$ cat src/shared/hbs_pkg.sv
/*
 Package for the host buffer status register bank: command codes,
 field positions, reset values and carrier structs.
 Assumes a 16-bit command/data port from the local microprocessor.
*/
package hbs_pkg;

    // ----------------------------------------------------------------
    // Command codes
    // ----------------------------------------------------------------
    localparam logic [7:0] CMD_SPARE_RD = 8'h28;
    localparam logic [7:0] CMD_SPARE_WR = 8'ha8;
    localparam logic [7:0] CMD_RESET_WR = 8'ha9;
    localparam logic [7:0] CMD_STATUS_RD = 8'h2c;
    localparam logic [7:0] CMD_STATUS_WR = 8'hac;

    // ----------------------------------------------------------------
    // Values and field positions
    // ----------------------------------------------------------------
    localparam logic [15:0] RESET_KEY_VALUE = 16'h00f6;
    localparam logic [15:0] SPARE_RESET = 16'h0000;
    localparam logic [15:0] STATUS_RESET = 16'h0000;
    localparam int BIT_ISO_A_FULL = 0;
    localparam int BIT_ISO_B_FULL = 1;
    localparam int BIT_INT_LIST_EN = 2;
    localparam int BIT_ASYNC_EN = 3;
    localparam int BIT_CLEAR_HALF = 4;
    localparam int BIT_ISO_A_IN_USE = 5;
    localparam int BIT_ISO_B_IN_USE = 6;
    localparam int BIT_ISO_A_DONE = 8;
    localparam int BIT_ISO_B_DONE = 9;
    localparam int BIT_HALF_SELECT = 10;

    // Command port request
    typedef struct packed {
        logic valid;
        logic [7:0] code;
        logic [15:0] wdata;
    } hbs_cmd_s;

    // Hardware status inputs from the transfer engine
    typedef struct packed {
        logic iso_buf_a_read_done;
        logic iso_buf_b_read_done;
        logic iso_buf_a_in_use;
        logic iso_buf_b_in_use;
        logic half_toggle;
        logic port_eot;
    } hbs_hw_s;

endpackage : hbs_pkg

$ cat src/hbs_rise_detect.sv
/*
 Rising-edge detector for a written control bit.
 Assumes the input is on the same clock.
*/
`timescale 1ns/1ps
module hbs_rise_detect (
    input wire logic i_ref_clk,
    input wire logic i_rst,
    input wire logic i_level,
    output logic o_rise
);

    logic last_reg;

    // Previous level
    always_ff @(posedge i_ref_clk) begin
        if (i_rst) begin
            last_reg <= 1'b0;
        end else begin
            last_reg <= i_level;
        end
    end

    assign o_rise = i_level & ~last_reg;

endmodule : hbs_rise_detect

$ cat src/hbs_buffer_status_regs.sv
/*
 Spare word, software reset key and transfer buffer status registers.
 Assumes command requests and hardware status inputs on i_ref_clk;
 buffer memory lives outside and is never reset here.
*/
//
// Contract
// Sixteen-bit spare word, stores only, resets zero
// Key F6h resets all registers, memory kept
// Reset register write-only, reads zero, others ignored
// Status read 2C, written AC, same register
// Bit 10 shows descriptor half select
// Bits 9,8 show iso buffer read done
// Bits 6,5 show iso buffer in use
// Bit 4 rising, async off, clears select
// Bit 4 falling has no effect
// Bit 3 enables async list processing
// Bit 2 enables interrupt list processing
// Bits 1,0 mark iso buffers full
// Port transfer end flags EOT, updates status
// Reserved status bits read zero, writes ignored
`timescale 1ns/1ps
module hbs_buffer_status_regs (
    input wire logic i_ref_clk,
    input wire logic i_rst,
    input wire hbs_pkg::hbs_cmd_s i_cmd,
    input wire hbs_pkg::hbs_hw_s i_hw,
    output logic [15:0] o_rdata,
    output logic o_rvalid,
    output logic o_soft_reset,
    output logic o_eot_flag,
    output logic o_async_list_process_en,
    output logic o_periodic_int_list_process_en,
    output logic o_iso_buf_a_full,
    output logic o_iso_buf_b_full,
    output logic o_paired_descriptor_half_select
);

    // ----------------------------------------------------------------
    // State
    // ----------------------------------------------------------------
    logic [15:0] spare_software_word_reg;
    logic [4:0] ctrl_reg;
    logic half_select_reg;
    logic [3:0] hw_stat_reg;
    logic soft_reset_reg;
    logic eot_reg;
    logic clear_rise;
    logic any_reset;
    logic wr_status;
    logic [15:0] status_view;

    assign any_reset = i_rst | soft_reset_reg;
    assign wr_status = i_cmd.valid && i_cmd.code == hbs_pkg::CMD_STATUS_WR;

    // ----------------------------------------------------------------
    // Software reset key
    // ----------------------------------------------------------------
    // One-cycle internal reset on the key value
    always_ff @(posedge i_ref_clk) begin
        if (i_rst) begin
            soft_reset_reg <= 1'b0;
        end else begin
            soft_reset_reg <= i_cmd.valid && i_cmd.code == hbs_pkg::CMD_RESET_WR &&
                i_cmd.wdata == hbs_pkg::RESET_KEY_VALUE;
        end
    end

    // ----------------------------------------------------------------
    // Spare word
    // ----------------------------------------------------------------
    // Plain storage
    always_ff @(posedge i_ref_clk) begin
        if (any_reset) begin
            spare_software_word_reg <= hbs_pkg::SPARE_RESET;
        end else if (i_cmd.valid && i_cmd.code == hbs_pkg::CMD_SPARE_WR) begin
            spare_software_word_reg <= i_cmd.wdata;
        end
    end

    // ----------------------------------------------------------------
    // Writable status bits 4..0
    // ----------------------------------------------------------------
    // Control field write, reserved bits dropped
    always_ff @(posedge i_ref_clk) begin
        if (any_reset) begin
            ctrl_reg <= hbs_pkg::STATUS_RESET[4:0];
        end else if (wr_status) begin
            ctrl_reg <= i_cmd.wdata[4:0];
        end
    end

    // Detect clear bit going high
    hbs_rise_detect u_clear_rise (
        .i_ref_clk(i_ref_clk),
        .i_rst(any_reset),
        .i_level(ctrl_reg[hbs_pkg::BIT_CLEAR_HALF]),
        .o_rise(clear_rise)
    );

    // Descriptor half selector; clear only on rise with async off
    always_ff @(posedge i_ref_clk) begin
        if (any_reset) begin
            half_select_reg <= hbs_pkg::STATUS_RESET[hbs_pkg::BIT_HALF_SELECT];
        end else if (clear_rise && !ctrl_reg[hbs_pkg::BIT_ASYNC_EN]) begin
            half_select_reg <= 1'b0;
        end else if (i_hw.half_toggle) begin
            half_select_reg <= ~half_select_reg;
        end
    end

    // ----------------------------------------------------------------
    // Hardware status capture
    // ----------------------------------------------------------------
    // Read-done and in-use flags sampled from the engine
    always_ff @(posedge i_ref_clk) begin
        if (any_reset) begin
            hw_stat_reg <= 4'h0;
        end else begin
            hw_stat_reg <= {i_hw.iso_buf_b_read_done, i_hw.iso_buf_a_read_done,
                i_hw.iso_buf_b_in_use, i_hw.iso_buf_a_in_use};
        end
    end

    // End-of-transfer flag, set wins over reset-free clear by status read
    always_ff @(posedge i_ref_clk) begin
        if (any_reset) begin
            eot_reg <= 1'b0;
        end else if (i_hw.port_eot) begin
            eot_reg <= 1'b1;
        end else if (i_cmd.valid && i_cmd.code == hbs_pkg::CMD_STATUS_RD) begin
            eot_reg <= 1'b0;
        end
    end

    // ----------------------------------------------------------------
    // Read path
    // ----------------------------------------------------------------
    // Status word assembly, reserved bits zero
    always_comb begin
        status_view = 16'h0000;
        status_view[4:0] = ctrl_reg;
        status_view[hbs_pkg::BIT_ISO_A_IN_USE] = hw_stat_reg[0];
        status_view[hbs_pkg::BIT_ISO_B_IN_USE] = hw_stat_reg[1];
        status_view[hbs_pkg::BIT_ISO_A_DONE] = hw_stat_reg[2];
        status_view[hbs_pkg::BIT_ISO_B_DONE] = hw_stat_reg[3];
        status_view[hbs_pkg::BIT_HALF_SELECT] = half_select_reg;
    end

    // Registered read answer
    always_ff @(posedge i_ref_clk) begin
        if (any_reset) begin
            o_rdata <= 16'h0000;
            o_rvalid <= 1'b0;
        end else begin
            o_rvalid <= i_cmd.valid && (i_cmd.code == hbs_pkg::CMD_SPARE_RD ||
                i_cmd.code == hbs_pkg::CMD_STATUS_RD);
            if (i_cmd.valid && i_cmd.code == hbs_pkg::CMD_SPARE_RD) begin
                o_rdata <= spare_software_word_reg;
            end else if (i_cmd.valid && i_cmd.code == hbs_pkg::CMD_STATUS_RD) begin
                o_rdata <= status_view;
            end else begin
                o_rdata <= 16'h0000;
            end
        end
    end

    // ----------------------------------------------------------------
    // Registered outputs
    // ----------------------------------------------------------------
    // Mirrors for the transfer engine
    always_ff @(posedge i_ref_clk) begin
        if (i_rst) begin
            o_soft_reset <= 1'b0;
            o_eot_flag <= 1'b0;
            o_async_list_process_en <= 1'b0;
            o_periodic_int_list_process_en <= 1'b0;
            o_iso_buf_a_full <= 1'b0;
            o_iso_buf_b_full <= 1'b0;
            o_paired_descriptor_half_select <= 1'b0;
        end else begin
            o_soft_reset <= soft_reset_reg;
            o_eot_flag <= eot_reg;
            o_async_list_process_en <= ctrl_reg[hbs_pkg::BIT_ASYNC_EN];
            o_periodic_int_list_process_en <= ctrl_reg[hbs_pkg::BIT_INT_LIST_EN];
            o_iso_buf_a_full <= ctrl_reg[hbs_pkg::BIT_ISO_A_FULL];
            o_iso_buf_b_full <= ctrl_reg[hbs_pkg::BIT_ISO_B_FULL];
            o_paired_descriptor_half_select <= half_select_reg;
        end
    end

endmodule : hbs_buffer_status_regs

$ cat config.mk
export PLATFORM = sky130hd
export DESIGN_NAME = hbs_buffer_status_regs
export DESIGN_NICKNAME = d
export VERILOG_FILES = /design/src/shared/hbs_pkg.sv /design/src/hbs_rise_detect.sv /design/src/hbs_buffer_status_regs.sv
export SDC_FILE = /design/constraint.sdc
export NUM_CORES = 1
export LEC_CHECK = 0
export BUFFER_PORTS_ARGS = -buffer_cell sky130_fd_sc_hd__buf_2
export CAP_MARGIN = 10
export CORE_UTILIZATION = 50
export DETAILED_ROUTE_END_ITERATION = 10
export MAX_ROUTING_LAYER = met4
export PLACE_DENSITY = 0.79
export SLEW_MARGIN = 20
export SYNTH_ARGS = -nofsm -noshare
export SYNTH_HDL_FRONTEND = slang
export SYNTH_SLANG_ARGS = --single-unit
$ cat constraint.sdc
create_clock -name i_ref_clk -period 2 [get_ports i_ref_clk]
set_input_delay 0.4 -clock i_ref_clk [delete_from_list [all_inputs] [get_ports i_ref_clk]]
set_output_delay 0.4 -clock i_ref_clk [all_outputs]
set_load 0.02 [all_outputs]
Yosys cells after proc, flatten, opt, wreduce, memory -nomap -nowiden:

Index checks and enable logic that the tools add are counted.

* output and inout bits: 24
* input port bits: 33
* register bits: 53
* logic and storage cells: 42

* reductions and logical operators: 12
* bitwise gates (word level): 4
* eq/ne operators: 6
* multiplexer cells: 4

Operators by type and width (number)
* $eq A8 B8 Y1 const B: 3
* $eq A16 B8 Y1 const B: 1
* $eq A8 B6 Y1 const B: 2
* $mux W16: 1
* $mux W11: 1
* $logic_and A1 B1 Y1: 8
* $mux W1: 2
* $not A1 Y1: 2
* $reduce_bool A2 Y1: 1
* $reduce_or A2 Y1: 1
* $and A1 B1 Y1: 1
* $logic_not A1 Y1: 1
* $logic_or A1 B1 Y1: 1
* $or A1 B1 Y1: 1

Logic depth before layout (Yosys ltp):

* depth after elaboration: 4
* gate-level depth with buffers: 5
* depth with buffers taken out: 3

Modules after synthesis:

From an unflattened synthesis, not the netlist that was laid out.

* cell total of the unflattened synthesis: 200
* area total of the unflattened synthesis: 2019.4 µm²

By module, submodules not included
* hbs_buffer_status_regs: sequential area each 1041.0 µm², times used 1, area an instance 1971.9 µm², cells each 197
* hbs_rise_detect: sequential area each 20.0 µm², times used 1, area an instance 47.5 µm², cells each 3

Worst setup path after synthesis:

No wires, ideal clock.

* path type: in2reg
* start: in i_cmd[18] in the netlist's numbering
* end: reg spare_software_word_reg[10]
* buffers on the path: 2
* stages on the path: 5
* data arrival time: 1.432 ns
* library setup time: 0.072 ns
* path slack: 0.496 ns
* cells stage by stage: nor4b_4 -> and3_1 -> buf_6 -> buf_12 -> mux2i_1

* cells in the longest elaborated chain, start to end: 2

Ends and longest elaborated chain
* start: declaration: line hbs_buffer_status_regs.sv:26 `input wire hbs_pkg::hbs_cmd_s i_cmd,`
* $eq A8 B8 Y1: line hbs_buffer_status_regs.sv:76 `end else if (i_cmd.valid && i_cmd.code == hbs_pkg::CMD_SPARE_WR) begin`
* $logic_and A1 B1 Y1: line hbs_buffer_status_regs.sv:76
* end signal: assignment: line hbs_buffer_status_regs.sv:75 `spare_software_word_reg <= hbs_pkg::SPARE_RESET;`
* end signal: assignment: line hbs_buffer_status_regs.sv:77 `spare_software_word_reg <= i_cmd.wdata;`
* end: declaration: line hbs_buffer_status_regs.sv:42 `logic [15:0] spare_software_word_reg;`

Every way passes these cells.
A chain may end at the register's enable or synchronous reset.

Worst setup path in the final report:

* start: in i_cmd[22] in the netlist's numbering
* end: reg spare_software_word_reg[11]

Same word-level chain as after synthesis.

==> impl_metrics.yaml <==
worst_setup_path:
  setup.worst_path.start_class: "input pin"
  category_of_the_critical_setup_timing_path: "in -> reg"
  worst_ep_required_time_ns: 2.23
  worstPathMaxFanout: 13
  worstPathArrival_ns: 1.59
  critical_path.endpoint_type: "flop"
  critical_path.reg2reg.startpoint: "soft_reset_reg"
  critPathLaunch: "i_cmd[22]"
min_path:
  worst_hold_path_type: "in -> reg"
  holdCritStartpoint: "i_hw[1]"
synthesis:
  synth-seq-cells: 53
  synth_ff_type: "sky130_fd_sc_hd__dfxtp_1"
  synthesis.instances: 185
  synth.yosys.seq_area_share_pct: 55.83
  synthDominantAreaCellType: "sky130_fd_sc_hd__dfxtp_1"
  ys_async_sr_fraction_pct: 0
  synth_commonest_cells: "53 x sky130_fd_sc_hd__dfxtp_1, 37 x sky130_fd_sc_hd__nand2_1, 21 x sky130_fd_sc_hd__mux2i_1"
  post_synth_num_cell_types: 25
  yosysMostFrequentCell: "sky130_fd_sc_hd__dfxtp_1"
  netlist.area_leader.share_pct: 55.83
  number_of_nets_produced_by_synthesis: 218
  synthTopCellsByArea: "sky130_fd_sc_hd__dfxtp_1 56%, sky130_fd_sc_hd__mux2i_1 11%, sky130_fd_sc_hd__nand2_1 7.3%"
  synth-warning-count: 0
  synth-edff-count: 0
  synth.cell_area_um2: 1901
  average_size_of_a_mapped_cell_um2: 10.27
placed_design:
  io_buffer_count: 56
  detailedPlace.worstSlack_ns: 0.3323
  dp_hpwl_um: 2736
  placedInstanceArea_um2: 2241
  place.detailed.instances: 286
  place_congestion: 0.8676
die:
  chipWidth_um: 63.66
  io_pins: 57
  design.die.area_um2: 4052
  initial_utilization_pct: 51.91
  rows: 22
  core-area_um2: 3661
  die-height_um: 63.66
route:
  wl_um: 3690
  via_count: 1472
  vias_per_cell: 5.007
  drt_iter0_markers: 25
  remaining_drc_errors: 0
  wire_per_inst_um: 12.55
  drtAntennaViolNets: 0
  drtPass1Iterations: 4
clocking:
  cts.htree.levels: 2
  cts.root.buffer_cell: "sky130_fd_sc_hd__clkbuf_8"
  insertion_delay_ns: 0.30
  cts.hold.buffers_added: 0
  clock_path_buffers: 2
  cts_buffers: 5
  cts.sink_count: 53
  tritoncts_clock_tree: "done"
  clk_pin_slew_ns: 0.09
  number_of_gates_resized_after_cts: 0
  postCtsSetupBuffers: 0
cells_and_area:
  antenna-diode-count: 0
  fillers: 310
  utilization_pct: 63.57
  net_count_of_the_finished_layout: 278
  area.sequential_um2: 1061
  multi_input_area_um2: 767.0
  drive_gt1_share_pct: 30.49
  final_area_um2: 2327
  area.growth.synth_to_final_pct: 22.45
  stdcell_count: 294
sta:
  fin_crit_sh_pct: 68.22
  final.setup_skew_ns: 0.007539
  max_slew_margin_pct: 76.65
  fin_crit_ns: 1.364
  finalHoldViolCount: 0
  setup_ws_ns: 0.6356
  finalSetupViolations: 0
  fin_setup_tns_ns: 0
  finalHoldWorstSlack_ns: 0.2872
  rsz0062_at_grt: "no"
  timing.final.max_slew_violations: 0
  achievable-frequency_mhz: 732.9
  worst_max_slew_pin_slew_ns: 0.3493
run:
  drv.max_cap_violation_count: 0
power:
  power-per-cell-area_nw_per_um2: 747.3
  total_leakage_power_nw: 1.040
  vdd_drop_max_uv: 655.5
  total_power_mw: 1.739
global_routing:
  grt_pass1_vias: 1291
  global_route_usage_over_all_layers_pct: 19.93
  first_pass_grt_wire_length_um: 5961
  grt_max_degree: 19
  grt-ovfl-total: 0
  antenna_found_initial: 0
outcome:
  status: "finished clean"
## where the power goes
part           internal, mW  switching (mW)
registers              1.06         0.00407
clock network         0.242           0.324
logic                0.0475          0.0576
total                  1.35           0.386
## layer usage
metal	global-route usage (%)	routed length (um)
met2	31.78	1787
met5	-	0
met4	7.670	46
met3	4.891	208
met1	24.15	1648
## worst max-delay path, stage by stage
cell                       delay (ns)
sky130_fd_sc_hd__buf_2           0.10
sky130_fd_sc_hd__and4bb_2        0.34
sky130_fd_sc_hd__and3_1          0.35
sky130_fd_sc_hd__buf_12          0.20
sky130_fd_sc_hd__mux2i_1         0.20
## cell families after synthesis
| group | count (synthesis) | synth area share, % |
|---|---|---|
| AOI/OAI and AO/OA | 13 | 4.872 |
| buffers and inverters | 12 | 3.950 |
| DFF | 53 | 55.83 |
| muxes | 21 | 11.06 |
| and+or+nand+nor | 86 | 24.29 |
## path summary, 6_finish.rpt
kind,endpoint,slack [ns],cells after the start
max,spare_software_word_reg[11],0.64,5
min reg2reg,spare_software_word_reg[12],0.46,2
max reg2reg,o_rdata[15],0.76,4
min,half_select_reg,0.29,2
## cells in the final DEF, fill, tap and decap left out, types with 3 or more instances in the layout
cell type	n
sky130_fd_sc_hd__nor2b_1	8
sky130_fd_sc_hd__nor3b_1	3
sky130_fd_sc_hd__buf_4	6
sky130_fd_sc_hd__nand2_1	37
sky130_fd_sc_hd__and3_1	8
sky130_fd_sc_hd__nor2_1	12
sky130_fd_sc_hd__dfxtp_1	53
sky130_fd_sc_hd__clkbuf_8	5
sky130_fd_sc_hd__and2_1	4
sky130_fd_sc_hd__mux2i_1	21
sky130_fd_sc_hd__a22oi_1	10
sky130_fd_sc_hd__buf_2	56
## area by class of cell
class                      instances  area share (%)
clock buffer                       5           2.957
clock inverter                     3          0.7527
timing repair buffer              63           14.84
multi-input combinational        120           32.96
tap                               48           2.581
sequential                        53           45.59
inverter                           2          0.3226
Power figures use the tool's default switching activity.
